===== config.mk =====
export PLATFORM = sky130hd
export DESIGN_NAME = fsps_sequencer
export DESIGN_NICKNAME = d
export VERILOG_FILES = /design/src/include/fsps_pkg.sv /design/src/logic/fsps_sequencer.sv
export VERILOG_INCLUDE_DIRS = /design/src /design/src/include
export SDC_FILE = /design/constraint.sdc
export NUM_CORES = 1
export LEC_CHECK = 0
export ABC_AREA = 1
export BUFFER_PORTS_ARGS = -buffer_cell sky130_fd_sc_hd__buf_4
export CORE_ASPECT_RATIO = 0.7
export CORE_MARGIN = 5
export CORE_UTILIZATION = 45
export DETAILED_ROUTE_END_ITERATION = 7
export PLACE_DENSITY = 0.69
export SKIP_CTS_REPAIR_TIMING = 1
export SYNTH_ARGS = -nofsm -noshare
export SYNTH_HDL_FRONTEND = slang
export SYNTH_SLANG_ARGS = --single-unit

===== constraint.sdc =====
create_clock -name clk_i -period 2.4 [get_ports clk_i]
set_input_delay 0.36 -clock clk_i [delete_from_list [all_inputs] [get_ports clk_i]]
set_output_delay 0.36 -clock clk_i [all_outputs]
set_load 0.03 [all_outputs]

===== src/include/fsps_cfg.svh =====
// Constants of the flash self-program sequencer: geometry, codes, timing
`ifndef FSPS_CFG_SVH
`define FSPS_CFG_SVH

`define FSPS_ADDR_W        15
`define FSPS_WORD_W        14
`define FSPS_ROW_LSB       5
`define FSPS_BLK_LSB       3
`define FSPS_LATCHES       8
`define FSPS_LATCH_RST     14'h3FFF
`define FSPS_UNLOCK_FIRST  8'h55
`define FSPS_UNLOCK_SECOND 8'hAA
`define FSPS_TIMER_W       17
`define FSPS_CLK_NS        20
`define FSPS_T_OP_NS       2000000
`define FSPS_PROT_ALL      2'h0
`define FSPS_PROT_HALF     2'h1
`define FSPS_PROT_BOOT     2'h2
`define FSPS_PROT_LIM_HALF 15'h1000
`define FSPS_PROT_LIM_BOOT 15'h0200

`endif


===== src/include/fsps_pkg.sv =====
// Types of the flash self-program sequencer
`include "fsps_cfg.svh"
package fsps_pkg;
    typedef enum logic [1:0] {
        FSPS_UL_IDLE = 2'b00,
        FSPS_UL_55   = 2'b01,
        FSPS_UL_AA   = 2'b10
    } fsps_unlock_t;

    typedef enum logic [2:0] {
        FSPS_OP_IDLE   = 3'b000,
        FSPS_OP_RDWAIT = 3'b001,
        FSPS_OP_RDSLOT = 3'b010,
        FSPS_OP_SETUP1 = 3'b011,
        FSPS_OP_SETUP2 = 3'b100,
        FSPS_OP_BUSY   = 3'b101
    } fsps_op_t;

    typedef struct packed {
        fsps_unlock_t                                     unlock;
        fsps_op_t                                         op;
        logic                                             erase_sel;
        logic                                             is_erase;
        logic                                             rd_bit;
        logic                                             wr_bit;
        logic                                             stall;
        logic                                             ignore_slot;
        logic                                             flash_rd;
        logic                                             flash_erase;
        logic                                             flash_prog;
        logic [`FSPS_TIMER_W-1:0]                         timer;
        logic [`FSPS_WORD_W-1:0]                          data;
        logic [`FSPS_ADDR_W-1:0]                          op_addr;
        logic [`FSPS_LATCHES-1:0][`FSPS_WORD_W-1:0]       latch;
    } fsps_state_t;
endpackage


===== src/logic/fsps_sequencer.sv =====
// Flash self-program sequencer: read, row erase, latch load and block write
`timescale 1ns/1ps
`include "fsps_cfg.svh"
// Overview of operation
// - Flash rows hold 32 words of 14 bits, row-aligned; erase acts on one row.
// - Erase or program of a write-protected segment is refused.
// - Eight hidden 14-bit latches are filled from the data pair.
// - Latch block is 8 words aligned on 000; block write never crosses it.
// - Program read uses the second following cycle, that instruction is ignored.
// - Read word lands in the data pair next cycle and stays there.
// - Self-reads work whatever the code-protect setting.
// - Erase-select clears when the row erase finishes.
// - Erase: two setup cycles, then execution halts about 2 ms.
// - After a stall execution resumes at the third instruction after trigger.
// - Programming never erases anything first.
// - Latch-load-only trigger with erase-select clear just stores the data pair, no program, no stall.
// - Otherwise, with erase-select clear, trigger loads last latch and programs all 8 latches.
// - Block write and row erase each stall about 2 ms, latch loads do not.
// - After a program write every latch returns to 3FFFh.
// - Read and write triggers only set by software, cleared by hardware.
// - Write trigger cannot set while write enable is clear.
// - No write or erase without 55h then AAh right before the trigger.

module fsps_sequencer #(
    parameter int OP_CYCLES = `FSPS_T_OP_NS / `FSPS_CLK_NS
) (
    input  wire logic                       clk_i,
    input  wire logic                       rst_n_i,
    input  wire logic                       instr_valid_i,
    input  wire logic [`FSPS_ADDR_W-1:0]    addr_i,
    input  wire logic [`FSPS_WORD_W-1:0]    data_i,
    input  wire logic                       data_wr_i,
    input  wire logic                       unlock_wr_i,
    input  wire logic [7:0]                 unlock_data_i,
    input  wire logic                       config_space_select_i,
    input  wire logic                       program_space_select_i,
    input  wire logic                       write_enable_bit_i,
    input  wire logic                       latch_load_only_i,
    input  wire logic                       erase_sel_set_i,
    input  wire logic                       erase_sel_clr_i,
    input  wire logic                       rd_set_i,
    input  wire logic                       wr_set_i,
    input  wire logic [1:0]                 self_write_protect_field_i,
    input  wire logic                       code_protect_bit_i,
    input  wire logic [`FSPS_WORD_W-1:0]    flash_rdata_i,
    output logic [`FSPS_WORD_W-1:0]         data_o,
    output logic                            erase_sel_o,
    output logic                            rd_bit_o,
    output logic                            wr_bit_o,
    output logic                            cpu_stall_o,
    output logic                            ignore_slot_o,
    output logic                            flash_rd_o,
    output logic                            flash_erase_o,
    output logic                            flash_prog_o,
    output logic [`FSPS_ADDR_W-1:0]         flash_addr_o,
    output logic [`FSPS_LATCHES*`FSPS_WORD_W-1:0] flash_wdata_o
);

    localparam logic [`FSPS_TIMER_W-1:0] OP_LOAD = `FSPS_TIMER_W'(OP_CYCLES);

    fsps_pkg::fsps_state_t st_reg;
    fsps_pkg::fsps_state_t st_next;
    logic                  instr_ok;
    logic                  space_ok;
    logic                  prot_hit;
    logic                  accept_rd;
    logic                  accept_wr;

    // Protection compares the target against the low protected segment
    function automatic logic fsps_protected(input logic [1:0] wrt,
                                            input logic [`FSPS_ADDR_W-1:0] a);
        logic hit;
        hit = 1'b0;
        if (wrt == `FSPS_PROT_ALL) begin
            hit = 1'b1;
        end else if (wrt == `FSPS_PROT_HALF) begin
            hit = (a < `FSPS_PROT_LIM_HALF);
        end else if (wrt == `FSPS_PROT_BOOT) begin
            hit = (a < `FSPS_PROT_LIM_BOOT);
        end
        return hit;
    endfunction

    // Halted slots and the slot borrowed by a read are no-ops, so nothing counts then
    assign instr_ok  = instr_valid_i & ~st_reg.stall & ~st_reg.ignore_slot;
    assign space_ok  = program_space_select_i & ~config_space_select_i;
    assign prot_hit  = fsps_protected(self_write_protect_field_i, addr_i);
    // Code protection deliberately plays no part in self-reads
    assign accept_rd = instr_ok & rd_set_i & space_ok & ~st_reg.rd_bit
                     & (st_reg.op == fsps_pkg::FSPS_OP_IDLE);
    assign accept_wr = instr_ok & wr_set_i & space_ok & write_enable_bit_i
                     & (st_reg.unlock == fsps_pkg::FSPS_UL_AA)
                     & ~prot_hit & (st_reg.op == fsps_pkg::FSPS_OP_IDLE);

    // Next-state logic for the whole sequencer
    always_comb begin
        st_next             = st_reg;
        st_next.ignore_slot = 1'b0;
        st_next.flash_rd    = 1'b0;

        // Software writes to the data pair and the erase-select bit
        if (instr_ok && data_wr_i) begin
            st_next.data = data_i;
        end
        if (instr_ok && erase_sel_set_i) begin
            st_next.erase_sel = 1'b1;
        end else if (instr_ok && erase_sel_clr_i) begin
            st_next.erase_sel = 1'b0;
        end

        // Unlock tracker: only 55h, AAh, trigger on adjacent instructions survive
        if (instr_ok) begin
            unique case (st_reg.unlock)
                fsps_pkg::FSPS_UL_IDLE: begin
                    st_next.unlock = (unlock_wr_i && unlock_data_i == `FSPS_UNLOCK_FIRST)
                                   ? fsps_pkg::FSPS_UL_55 : fsps_pkg::FSPS_UL_IDLE;
                end
                fsps_pkg::FSPS_UL_55: begin
                    if (unlock_wr_i && unlock_data_i == `FSPS_UNLOCK_SECOND) begin
                        st_next.unlock = fsps_pkg::FSPS_UL_AA;
                    end else if (unlock_wr_i && unlock_data_i == `FSPS_UNLOCK_FIRST) begin
                        st_next.unlock = fsps_pkg::FSPS_UL_55;
                    end else begin
                        st_next.unlock = fsps_pkg::FSPS_UL_IDLE;
                    end
                end
                default: begin
                    st_next.unlock = fsps_pkg::FSPS_UL_IDLE;
                end
            endcase
        end

        unique case (st_reg.op)
            fsps_pkg::FSPS_OP_IDLE: begin
                if (accept_rd) begin
                    st_next.rd_bit  = 1'b1;
                    st_next.op_addr = addr_i;
                    st_next.op      = fsps_pkg::FSPS_OP_RDWAIT;
                end else if (accept_wr && latch_load_only_i && !st_reg.erase_sel) begin
                    // Latch load finishes at once, so the trigger never shows set
                    st_next.latch[addr_i[`FSPS_BLK_LSB-1:0]] = st_next.data;
                end else if (accept_wr) begin
                    st_next.wr_bit   = 1'b1;
                    st_next.is_erase = st_reg.erase_sel;
                    st_next.op       = fsps_pkg::FSPS_OP_SETUP1;
                    if (st_reg.erase_sel) begin
                        st_next.op_addr = {addr_i[`FSPS_ADDR_W-1:`FSPS_ROW_LSB],
                                           `FSPS_ROW_LSB'(0)};
                    end else begin
                        st_next.latch[addr_i[`FSPS_BLK_LSB-1:0]] = st_next.data;
                        st_next.op_addr = {addr_i[`FSPS_ADDR_W-1:`FSPS_BLK_LSB],
                                           `FSPS_BLK_LSB'(0)};
                    end
                end
            end
            fsps_pkg::FSPS_OP_RDWAIT: begin
                // Next cycle is the borrowed slot: flash access, instruction dropped
                st_next.ignore_slot = 1'b1;
                st_next.flash_rd    = 1'b1;
                st_next.op          = fsps_pkg::FSPS_OP_RDSLOT;
            end
            fsps_pkg::FSPS_OP_RDSLOT: begin
                st_next.data   = flash_rdata_i;
                st_next.rd_bit = 1'b0;
                st_next.op     = fsps_pkg::FSPS_OP_IDLE;
            end
            fsps_pkg::FSPS_OP_SETUP1: begin
                st_next.op = fsps_pkg::FSPS_OP_SETUP2;
            end
            fsps_pkg::FSPS_OP_SETUP2: begin
                // Erase or program is a single pulse; no implicit erase before program
                st_next.op          = fsps_pkg::FSPS_OP_BUSY;
                st_next.stall       = 1'b1;
                st_next.timer       = OP_LOAD;
                st_next.flash_erase = st_reg.is_erase;
                st_next.flash_prog  = ~st_reg.is_erase;
            end
            fsps_pkg::FSPS_OP_BUSY: begin
                if (st_reg.timer <= `FSPS_TIMER_W'(1)) begin
                    // Release leaves the fetch on the third instruction after trigger
                    st_next.op          = fsps_pkg::FSPS_OP_IDLE;
                    st_next.stall       = 1'b0;
                    st_next.flash_erase = 1'b0;
                    st_next.flash_prog  = 1'b0;
                    st_next.wr_bit      = 1'b0;
                    if (st_reg.is_erase) begin
                        st_next.erase_sel = 1'b0;
                    end else begin
                        for (int i = 0; i < `FSPS_LATCHES; i++) begin
                            st_next.latch[i] = `FSPS_LATCH_RST;
                        end
                    end
                end else begin
                    st_next.timer = st_reg.timer - `FSPS_TIMER_W'(1);
                end
            end
            default: begin
                st_next.op = fsps_pkg::FSPS_OP_IDLE;
            end
        endcase
    end

    // State register; latches come out of reset erased-blank
    always_ff @(posedge clk_i) begin
        if (!rst_n_i) begin
            st_reg         <= '0;
            st_reg.unlock  <= fsps_pkg::FSPS_UL_IDLE;
            st_reg.op      <= fsps_pkg::FSPS_OP_IDLE;
            st_reg.latch   <= {`FSPS_LATCHES{`FSPS_LATCH_RST}};
        end else begin
            st_reg <= st_next;
        end
    end

    // Every output is a field of the state register
    assign data_o        = st_reg.data;
    assign erase_sel_o   = st_reg.erase_sel;
    assign rd_bit_o      = st_reg.rd_bit;
    assign wr_bit_o      = st_reg.wr_bit;
    assign cpu_stall_o   = st_reg.stall;
    assign ignore_slot_o = st_reg.ignore_slot;
    assign flash_rd_o    = st_reg.flash_rd;
    assign flash_erase_o = st_reg.flash_erase;
    assign flash_prog_o  = st_reg.flash_prog;
    assign flash_addr_o  = st_reg.op_addr;
    assign flash_wdata_o = st_reg.latch;

    // Checks on the sequencer's own outputs
    a_rd_slot_nop: assert property (@(posedge clk_i) disable iff (!rst_n_i)
        accept_rd |=> !ignore_slot_o ##1 (ignore_slot_o && flash_rd_o) ##1 !rd_bit_o)
        else $error("read slot not on second cycle");
    a_rd_data_hold: assert property (@(posedge clk_i) disable iff (!rst_n_i)
        flash_rd_o |=> data_o == $past(flash_rdata_i))
        else $error("read word not captured");
    a_wr_needs_write_enable_bit: assert property (@(posedge clk_i) disable iff (!rst_n_i)
        $rose(wr_bit_o) |-> $past(write_enable_bit_i) && $past(wr_set_i))
        else $error("write trigger set without enable");
    a_wr_unlocked: assert property (@(posedge clk_i) disable iff (!rst_n_i)
        $rose(wr_bit_o) |-> $past(st_reg.unlock) == fsps_pkg::FSPS_UL_AA)
        else $error("write trigger set without unlock");
    a_prot_refuse: assert property (@(posedge clk_i) disable iff (!rst_n_i)
        (st_reg.op == fsps_pkg::FSPS_OP_IDLE && prot_hit) |=> !wr_bit_o)
        else $error("protected segment accepted");
    a_load_no_stall: assert property (@(posedge clk_i) disable iff (!rst_n_i)
        (accept_wr && latch_load_only_i && !erase_sel_o) |=> (!cpu_stall_o && !wr_bit_o)[*3])
        else $error("latch load stalled");
    a_stall_setup: assert property (@(posedge clk_i) disable iff (!rst_n_i)
        $rose(wr_bit_o) |-> !cpu_stall_o ##1 !cpu_stall_o ##1 cpu_stall_o)
        else $error("stall not after two setup cycles");
    a_blk_align: assert property (@(posedge clk_i) disable iff (!rst_n_i)
        flash_prog_o |-> flash_addr_o[`FSPS_BLK_LSB-1:0] == '0)
        else $error("block write misaligned");
    a_row_align: assert property (@(posedge clk_i) disable iff (!rst_n_i)
        flash_erase_o |-> flash_addr_o[`FSPS_ROW_LSB-1:0] == '0)
        else $error("row erase misaligned");
    a_erase_done: assert property (@(posedge clk_i) disable iff (!rst_n_i)
        $fell(flash_erase_o) |-> !erase_sel_o && !wr_bit_o && !cpu_stall_o)
        else $error("erase completion not flagged");
    a_latch_blank: assert property (@(posedge clk_i) disable iff (!rst_n_i)
        $fell(flash_prog_o) |-> flash_wdata_o == {`FSPS_LATCHES{`FSPS_LATCH_RST}})
        else $error("latches not reset after write");

endmodule // fsps_sequencer

# Word-level counts from Yosys, hierarchy flattened
# Index checks and enable logic that the tools add are counted.
op_classes:
  add_sub_neg: 1
  order_cmp: 5
  n_eq_ne: 23
  muxes: 41
  bitwise: 21
  reduce_logical: 24
ops:
  columns: ["operator", "n"]
  rows:
  - ["$mux W112", 5]
  - ["$pmux W112 S2", 1]
  - ["$mux W127", 1]
  - ["$bwmux W112", 1]
  - ["$demux W14 S3", 1]
  - ["$mux W14", 3]
  - ["$pmux W19 S2", 1]
  - ["$mux W15", 2]
  - ["$le A17 B1 Y1 const B", 1]
  - ["$mux W17", 1]
  - ["$sub A17 B1 Y17 const B", 1]
  - ["$ne A2 B2 Y1 const B", 8]
  - ["$lt A15 B10 Y1 const B", 1]
  - ["$lt A15 B13 Y1 const B", 1]
  - ["$pmux W3 S5", 1]
  - ["$and A1 B1 Y1", 13]
  - ["$mux W1", 12]
  - ["$mux W3", 3]
  - ["$eq A8 B7 Y1 const B", 1]
  - ["$eq A8 B8 Y1 const B", 1]
  - ["$logic_and A1 B1 Y1", 8]
  - ["$not A1 Y1", 8]
  - ["$reduce_bool A2 Y1", 4]
  - ["$eq A3 B2 Y1 const B", 2]
  - ["other kinds (21)", 34]
word_totals:
  ff_bits: 172
  input_bits: 67

# Logic depth before layout (Yosys ltp)
# Gate-level depths: netlist of run 1.
logic_depth:
  depth_word: 14
  mapped_depth: 12

# Least setup slack after synthesis of run 1
# OpenSTA, ideal clock, no wires.
synth_path:
  kind: "register -> register"
  from: "register st_reg (netlist bit cpu_stall_o)"
  to: "register st_reg (netlist bit flash_wdata_o[101])"
  setup_time_ns: 0.130
  arrival_ns: 1.576
  t_required_ns: 2.270
  path_slack_ns: 0.694
  stages_incl_launch_ff: 10
  path_buffers: 1
  synth_period_minus_slack_ns: 1.706
  cell_sequence: "dfxtp_1 nor2_1 nand2_1 nor2_2 nand3_2 a21oi_4 nand3_2 buf_2 nand2_1 nand3_1"
synth_between:
  elab_chain_len: 14
  word_cells_on_any_way: 27
synth_lines:
  columns: ["item", "line_no", "text"]
  rows:
  - ["from (decl)", "fsps_sequencer.sv:61", "fsps_pkg::fsps_state_t st_reg;"]
  - ["from (signal assigned)", "fsps_sequencer.sv:211", "st_reg <= st_next;"]
  - ["$not A1 Y1 (*)", "fsps_sequencer.sv:85", "assign instr_ok = instr_valid_i & ~st_reg.stall & ~st_reg.ignore_slot;"]
  - ["$and A1 B1 Y1 (*) (2 in a row)", "fsps_sequencer.sv:85", null]
  - ["$and A1 B1 Y1 (3 in a row)", "fsps_sequencer.sv:91", "assign accept_wr = instr_ok & wr_set_i & space_ok & write_enable_bit_i"]
  - ["$and A1 B1 Y1", "fsps_sequencer.sv:92", "& (st_reg.unlock == fsps_pkg::FSPS_UL_AA)"]
  - ["$and A1 B1 Y1 (2 in a row)", "fsps_sequencer.sv:93", "& ~prot_hit & (st_reg.op == fsps_pkg::FSPS_OP_IDLE);"]
  - ["$logic_and A1 B1 Y1 (2 in a row)", "fsps_sequencer.sv:139", "end else if (accept_wr && latch_load_only_i && !st_reg.erase_sel) begin"]
  - ["$mux W112", "fsps_sequencer.sv:139", null]
  - ["$mux W112", "fsps_sequencer.sv:135", "if (accept_rd) begin"]
  - ["$pmux W112 S2", "fsps_sequencer.sv:133", "unique case (st_reg.op)"]
# Every way passes the cells marked *; elsewhere a longest branch is shown, timed or not. The select of a mux whose other input is x is not followed.
# A chain may end at the register's enable or synchronous reset.

# Worst setup path in the final report of run 1
layout_path:
  from: "register st_reg (netlist bit cpu_stall_o)"
  to: "register st_reg (netlist bit flash_wdata_o[69])"
# Same word-level chain as after synthesis.

==> impl_metrics.csv, run 1 <==
group,metric,value,unit
power,switching_share,39.4,%
global_route,grt_usage,21.4,%
synthesis,synth_warnings,0,
synthesis,synth.area.top_cells,"dfxtp_1 (40%), nand3_1 (17%), buf_4 (13%)",
route,viasPerCell,5.18,
sta,finalSetupViolations,0,
power,leakage,0.00484,uW
route,drt_iter0_markers,666,
die,std_cell_rows,42,
power,combPwrFrac,35.1,%
clocking,cts_tree,"done",
die,die_h,125,um
sta,slew_headroom,23.7,%
hold_path,min_from,"flash_rdata_i[0]",
clocking,cts_root_buf,"clkbuf_16",
power,power.internal,5630,uW
power,p_clk_share,29.0,%
route,firstDrtPassIters,5,
setup_path,worstReg2RegStart,"cpu_stall_o",
sta,finalSetupTns,0,ps
die,start_util,45.3,%
sta,final.setup_skew,14.0,ps
clocking,cts_max_path_buffers,2,
clocking,h-tree-depth,4,
placement,dpl.hpwl,16900,um
clocking,cts_inserted_buffers,17,
sta,rsz0062_at_grt,"false",
die,die_area,21700,um2
global_route,antenna_found_initial,0,
clocking,clk_latency,440,ps
power,seqPwrFrac,35.9,%
die,core-area,18700,um2
setup_path,crit_path_end_kind,"register",
route,drc,0,
setup_path,critPathLaunchType,"register",
global_route,grt_pass1_vias,7057,
job,max_cap_violations,0,
placement,io_buffers,214,
synthesis,synth_area_leader_cell,"dfxtp_1",
hold_path,min_to,"data_o[0]",
global_route,grt_pass1_wl,37800,um
setup_path,cp.arrival,2570,ps
clocking,clkTransAtPathRegs,70,ps
sta,final_hold_viol_count,0,
final_layout,largest_reg_flops,112,
sta,worst_pin_slew,1140,ps
global_route,grt_max_degree,64,
placement,placed_cell_area,9270,um2
sta,period_needed,2260,ps
sta,fin_crit_sh,94.0,%
route,vias,7506,
setup_path,required,2710,ps
hold_path,worstHoldPathType,"in -> reg",
synthesis,synthDistinctLibCells,39,
setup_path,rr_endpoint,"flash_wdata_o[69]",
synthesis,netlist_area,8470,um2
synthesis,ys_seq_area_share,40.4,%
final_layout,diodes,0,
route,wl_per_cell,16.5,um
synthesis,netlist.area_leader.share,40.4,%
die,ios,216,
power,vdd_drop_max,0.466,mV
synthesis,syn_inst,1135,
setup_path,r2r_setup_slack,140,ps
setup_path,critPathKind,"reg -> reg",
die,dieWidth,174,um
synthesis,avgSynthCellArea,7.46,um2
placement,gp_congestion,0.893,
route,ant_nets,0,
route,routed_wl,23900,um
synthesis,synth_nets,1204,
setup_path,r2r_cells,9,
sta,fmax,0.443,GHz
sta,slew_viol_final,0,
power,power.density,943,nW/um2
synthesis,ys_ff_latch,171,
final_layout,nNetsFinal,1263,
final_layout,syn2layout_area_growth,16.3,%
global_route,gr-total-overflow,0,
clocking,cts_sinks,171,
status,status,"finished clean",
setup_path,cp_max_fo,9,
final_layout,post-route-cell-area,9840,um2
power,switching_power,3660,uW
final_layout,drive_gt1_share,25.8,%
hold_path,hold_depth,3,
## cell type report
type                    instances  area, um2
clock buffers                  17        425
clock inverters                15        150
fillers                      1832       8860
inverters                      60        228
multi-input cells             700       3420
flip-flops and latches        171       3420
well taps                     242        303
repair buffers                244       1890
## critical path: stages, from the launching register on
cell and delay [ps]:
dfxtp_1 340, nor2_1 150, nand2_1 120, inv_1 220
nand2_1 240, buf_4 240, nand2_1 80, nand3_1 390
nand3_1 270, nand3_1 90
## cell usage in the layout (no fill, tap or decap), types with 3 or more instances in the layout
| cell | count |
|---|---|
| nand3_1 | 281 |
| buf_4 | 239 |
| nand2_1 | 225 |
| dfxtp_1 | 171 |
| nor2_1 | 72 |
| inv_1 | 53 |
| a21oi_1 | 30 |
| clkbuf_16 | 17 |
| o211ai_1 | 14 |
| nand3_2 | 10 |
| o21ai_0 | 10 |
| nand4_1 | 8 |
| o31ai_2 | 8 |
| inv_2 | 5 |
| nor3_1 | 5 |
| nand3b_1 | 5 |
| xor2_1 | 5 |
| buf_12 | 5 |
| or2_2 | 4 |
| xnor2_1 | 4 |
| inv_8 | 4 |
| clkinv_4 | 3 |
| inv_6 | 3 |
## metrics by stage
stage                     std cells  hold slack (ps)  power (uW)  utilization (%)  worst slack (ps)
after global routing           1449              159        9750             52.6              8.43
after detailed placement       1417              445        6630             49.5              55.3
after CTS                      1449              153        9310             52.6               164
after floorplan                1135              430        5840                -               694
final                          1449              168        9290             52.6               143
after global placement         1417              442        6600             49.5               125
## worst max-delay path by stage
stage,from,to,slack [ps],depth (start not counted)
2_1_floorplan,cpu_stall_o,flash_wdata_o[101],690,9
3_3_place_gp,addr_i[1],flash_wdata_o[97],130,6
3_5_place_dp,instr_valid_i,flash_wdata_o[69],60,11
6_report,cpu_stall_o,flash_wdata_o[69],140,9
5_1_grt,cpu_stall_o,flash_wdata_o[69],8,9
4_1_cts,cpu_stall_o,flash_wdata_o[69],160,9
## power groups by stage
| stage | Combinational [uW] | Sequential [uW] | Clock, uW |
|---|---|---|---|
| finish | 3260 | 3340 | 2690 |
| global route | 3530 | 3360 | 2850 |
| CTS | 3250 | 3330 | 2740 |
| detailed placement | 3240 | 3390 | 0 |
| global placement | 3210 | 3390 | 0 |
| floorplan | 2500 | 3340 | 0 |
## cells in the mapped netlist
cell type and n:
o21ai_1 1, nand3b_1 5, xor2_1 5, nand3_1 281, clkbuf_1 32, dfxtp_1 171
inv_4 1, nand2_4 1, nand3_2 10, a21boi_0 2, a211oi_1 1, inv_2 5
a21oi_1 30, clkinv_1 1, a311oi_1 1, nand2_1 225, buf_1 1, nor2_2 2
o211ai_1 14, o31ai_1 1, nand3_4 1, nor2_4 2, o31ai_2 7, nor3_1 5
o21ai_0 10, or2_2 4, nand4_1 8, buf_4 143, nor2_1 72, buf_6 10
a21oi_4 1, nor4_1 2, o21a_1 1, o21ai_2 1, inv_1 53, ha_1 2
a31oi_1 1, buf_2 18, xnor2_1 4
## per-layer routing
layer  up-vias  part of all wire, %  global-route usage, %  wire, um
met5         -                    0                      0         0
met4         0                  2.1                   6.61       490
met3        35                  7.6                   6.43      1830
met2       256                   44                   32.6     10600
met1      3479                   46                   29.4     11000
li1       3736                    -                      -         -
## cells by family (layout without fill, tap and decap cells)
group / Yosys count / in the layout / synth area share [%]
xor+xnor: 9 / 9 / 0.931
compound gates: 71 / 71 / 5.62
flops: 171 / 171 / 40.4
simple gates: 618 / 618 / 33.5
buf+inv: 264 / 336 / 19.2
fa+ha+maj: 2 / 2 / 0.296
(Power assumes the default switching activity.)
==> inputs of run 2 (changes only) <==
--- a/config.mk
+++ b/config.mk
@@ -13,7 +13,9 @@
 export CORE_UTILIZATION = 45
 export DETAILED_ROUTE_END_ITERATION = 7
 export PLACE_DENSITY = 0.69
+export SETUP_SLACK_MARGIN = 0.15
 export SKIP_CTS_REPAIR_TIMING = 1
+export SLEW_MARGIN = 20
 export SYNTH_ARGS = -nofsm -noshare
 export SYNTH_HDL_FRONTEND = slang
 export SYNTH_SLANG_ARGS = --single-unit
==> impl_metrics.csv, run 2 (synthesized netlist as in run 1, its figures left out) <==
group,metric,value,unit
sta,hold_ws,163,ps
hold_path,worstHoldPathType,"in -> reg",
clocking,clk_latency,440,ps
die,ios,216,
placement,placed_cell_area,9270,um2
final_layout,diodes,0,
power,power.density,943,nW/um2
final_layout,drive_gt1_share,26.1,%
global_route,grt_usage,21.4,%
route,drt_iter0_markers,659,
sta,fmax,0.485,GHz
route,drc,0,
power,seqPwrFrac,35.7,%
setup_path,cp_max_fo,9,
final_layout,nNetsFinal,1264,
clocking,cts_max_path_buffers,2,
final_layout,syn2layout_area_growth,17.0,%
global_route,grt_max_degree,64,
power,combPwrFrac,35.4,%
global_route,antenna_found_initial,0,
placement,gp_congestion,0.893,
final_layout,layout_common_cells,"nand3_1 (279), buf_4 (239), nand2_1 (225)",
global_route,grt_pass1_wl,37800,um
final_layout,largest_reg_flops,112,
sta,period_needed,2060,ps
route,wl_per_cell,16.5,um
setup_path,crit_path_end_kind,"register",
route,vias,7526,
placement,dpl.hpwl,16900,um
setup_path,r2r_cells,9,
setup_path,required,2720,ps
placement,io_buffers,214,
power,power.internal,5670,uW
power,power.total,9340,uW
route,ant_nets,0,
global_route,grt_pass1_vias,7057,
clocking,clkTransAtPathRegs,70,ps
die,std_cell_rows,42,
sta,fin_crit_sh,85.9,%
route,routed_wl,23900,um
clocking,cts_root_buf,"clkbuf_16",
die,die_area,21700,um2
sta,final.setup_skew,11.9,ps
clocking,cts_inserted_buffers,17,
die,core-area,18700,um2
sta,finalSetupTns,0,ps
clocking,h-tree-depth,4,
hold_path,hold_depth,3,
power,p_clk_share,28.9,%
sta,rsz0062_at_grt,"false",
sta,finalSetupViolations,0,
setup_path,critPathLaunchType,"register",
final_layout,layout_commonest_cell,"nand3_1",
setup_path,cp.arrival,2380,ps
route,firstDrtPassIters,5,
sta,slew_viol_final,0,
global_route,gr-total-overflow,0,
final_layout,layout.cells.non_filler,1450,
power,leakage,0.00487,uW
die,start_util,45.3,%
final_layout,post-route-cell-area,9910,um2
status,status,"finished clean",
die,die_h,125,um
power,vdd_drop_max,0.454,mV
power,switching_share,39.3,%
clocking,cts_tree,"done",
setup_path,critPathKind,"reg -> reg",
sta,worst_pin_slew,1110,ps
placement,placed_cells,1417,
sta,slew_headroom,25.3,%
route,viasPerCell,5.19,
sta,final_hold_viol_count,0,
power,switching_power,3670,uW
job,max_cap_violations,0,
die,dieWidth,174,um
clocking,cts_sinks,171,
-- run 2: cell types whose count changed in the layout (fill, tap and decap cells not counted) --
cell / before / now
buf_12: 5 / 6
nand3_1: 281 / 279
nand3_2: 10 / 12
o31ai_2: 8 / 4
o31ai_4: 0 / 4
-- run 2: critical path, cell delays in order (launching register included) --
cell and delay, ps:
dfxtp_1 340, nor2_1 150, nand2_1 120, inv_1 220
nand2_1 240, buf_4 240, nand2_1 90, nand3_2 240
nand3_1 220, nand3_1 90
-- run 2: per-stage QoR --
| stage | worst slack, ps | utilization [%] |
|---|---|---|
| floorplan | 694 | - |
| global route | 176 | 53.0 |
| CTS | 164 | 52.6 |
| detailed placement | 55.3 | 49.5 |
| finish | 339 | 53.0 |
| global placement | 125 | 49.5 |
-- run 2: metal layers --
metal,GRT usage [%],vias to the layer above,wire length (um)
met5,0,-,0
met3,6.43,37,1810
li1,-,3739,-
met2,32.6,272,10500
met1,29.4,3478,11100
met4,6.61,0,468
-- run 2: cell type report --
type | count | area [um2]
clock inverters | 15 | 150
fillers | 1830 | 8800
inverters | 60 | 228
well taps | 242 | 303
repair buffers | 245 | 1910
clock buffers | 17 | 425
flip-flops and latches | 171 | 3420
multi-input cells | 700 | 3460
-- run 2: final timing paths --
kind                                        start                end  slack [ps]
worst max-delay path                  cpu_stall_o  flash_wdata_o[69]         340
worst min-delay path             flash_rdata_i[0]          data_o[0]         160
worst max register to register        cpu_stall_o  flash_wdata_o[69]         340
worst min register to register  flash_wdata_o[50]  flash_wdata_o[50]         460
-- run 2: power groups by stage --
stage	sequential, uW	clock (uW)	combinational (uW)
2_1_floorplan	3340	0	2500
3_3_place_gp	3390	0	3210
3_5_place_dp	3390	0	3240
4_1_cts	3330	2740	3250
5_1_grt	3360	2850	3590
6_report	3330	2700	3310
==> inputs of run 3 (changes only) <==
--- a/config.mk
+++ b/config.mk
@@ -7,12 +7,13 @@
 export NUM_CORES = 1
 export LEC_CHECK = 0
 export ABC_AREA = 1
-export BUFFER_PORTS_ARGS = -buffer_cell sky130_fd_sc_hd__buf_4
 export CORE_ASPECT_RATIO = 0.7
 export CORE_MARGIN = 5
 export CORE_UTILIZATION = 45
 export DETAILED_ROUTE_END_ITERATION = 7
-export PLACE_DENSITY = 0.69
+export DONT_BUFFER_PORTS = 1
+export HOLD_SLACK_MARGIN = 0.08
+export PLACE_DENSITY = 0.71
 export SETUP_SLACK_MARGIN = 0.15
 export SKIP_CTS_REPAIR_TIMING = 1
 export SLEW_MARGIN = 20
==> impl_metrics.csv, run 3 (synthesized netlist as in run 1, its figures left out) <==
group,metric,value,unit
route,wl_per_cell,19.1,um
final_layout,multiInputGateArea,3600,um2
route,routed_wl,23600,um
route,drt_iter0_markers,685,
placement,io_buffers,0,
final_layout,layout_common_cells,"nand3_1 (267), nand2_1 (225), dfxtp_1 (171)",
final_layout,diodes,0,
clocking,h-tree-depth,4,
clocking,clkTransAtPathRegs,70,ps
sta,rsz0062_at_grt,"false",
clocking,cts_root_buf,"clkbuf_16",
route,firstDrtPassIters,5,
final_layout,layout_commonest_cell,"nand3_1",
route,ant_nets,0,
clocking,cts_max_path_buffers,2,
sta,final.setup.worst_slack,373,ps
die,start_util,45.3,%
clocking,cts_tree,"done",
sta,slew_headroom,47.2,%
die,std_cell_rows,42,
final_layout,nNetsFinal,1044,
power,vdd_drop_max,0.506,mV
placement,pre_cts_slack,131,ps
power,p_clk_share,31.6,%
setup_path,crit_path_end_kind,"register",
sta,fin_crit_sh,84.5,%
power,switching_share,41.0,%
power,power.density,1060,nW/um2
sta,slew_viol_final,0,
die,die_area,21700,um2
clocking,cts_sinks,171,
job,max_cap_violations,0,
sta,period_needed,2030,ps
sta,final_hold_viol_count,0,
setup_path,worstReg2RegStart,"st_reg[146]",
power,power.internal,5280,uW
status,status,"finished clean",
die,core-area,18700,um2
sta,fmax,0.493,GHz
clocking,clk_latency,430,ps
global_route,gr-total-overflow,0,
final_layout,syn2layout_area_growth,-0.532,%
die,die_h,125,um
global_route,grt_pass1_wl,35500,um
hold_path,worstHoldPathType,"in -> reg",
die,ios,216,
setup_path,cp.arrival,2390,ps
final_layout,final-seq-area,3420,um2
global_route,grt_usage,20.3,%
sta,finalSetupViolations,0,
setup_path,critical_path.startpoint,"st_reg[146]",
power,seqPwrFrac,43.5,%
global_route,grt_max_degree,147,
route,vias,6903,
placement,dpl.hpwl,15300,um
global_route,antenna_found_initial,0,
route,viasPerCell,5.61,
route,drc,0,
global_route,grt_pass1_vias,6209,
sta,final.setup_skew,15.5,ps
setup_path,critPathLaunchType,"register",
setup_path,required,2760,ps
die,dieWidth,174,um
setup_path,cp_max_fo,56,
final_layout,largest_reg_flops,112,
sta,finalSetupTns,0,ps
sta,worst_pin_slew,792,ps
hold_path,min_from,"rst_n_i",
power,combPwrFrac,24.9,%
final_layout,drive_gt1_share,10.2,%
clocking,cts_inserted_buffers,17,
placement,gp_congestion,0.890,
power,leakage,0.00394,uW
final_layout,num-fill-cells,1877,
power,switching_power,3670,uW
setup_path,critPathKind,"reg -> reg",
run 3: path summary, 6_finish.rpt:
check,cells after the start,endpoint,slack [ps]
worst max register to register,10,flash_wdata_o[85],370
worst min register to register,2,st_reg[157],500
worst min-delay path,2,st_reg[142],80
worst max-delay path,10,flash_wdata_o[85],370
run 3: layer usage:
metal | routed length (um) | track usage (%) | vias up | share of wire (%)
met2 | 10300 | 29.8 | 324 | 44
met4 | 484 | 7.77 | 0 | 2.1
met3 | 2480 | 6.71 | 32 | 11
li1 | - | - | 3290 | -
met5 | 0 | 0 | - | 0
met1 | 10300 | 27.8 | 3257 | 44
run 3: metrics by stage:
| step | hold slack, ps | utilization, % | area [um2] | std cells | total power [uW] |
|---|---|---|---|---|---|
| after global placement | 473 | 39.8 | 7450 | 1182 | 5860 |
| after floorplan | 430 | - | 8470 | 1135 | 5840 |
| after detailed placement | 477 | 40.0 | 7480 | 1182 | 5900 |
| final | 80.7 | 45.0 | 8420 | 1230 | 8950 |
| after global routing | 79.2 | 45.0 | 8420 | 1230 | 9410 |
| after CTS | 24.7 | 43.2 | 8080 | 1214 | 8720 |
run 3: area by class of cell:
cell class,count,area share (%)
clock inverters,15,2.11
flip-flops and latches,171,40.7
clock buffers,17,5.05
repair buffers,24,3.14
multi-input cells,701,42.7
inverters,60,2.70
well taps,242,3.60
run 3: power by group through the flow:
stage	combinational (uW)	sequential (uW)	clock [uW]
3_3_place_gp	1910	3950	0
5_1_grt	2470	3930	3010
2_1_floorplan	2500	3340	0
3_5_place_dp	1950	3960	0
6_report	2230	3890	2830
4_1_cts	1950	3890	2880
run 3: worst max-delay path, cell delays in order (launching register included):
cell      delay (ps)
dfxtp_1          350
nor2_1           150
nand2_1          130
nor2_2           160
nand3_1          120
nand3_2          150
nand2_4           90
nor2_4           150
clkbuf_8         410
nand3_1          140
nand3_1          110
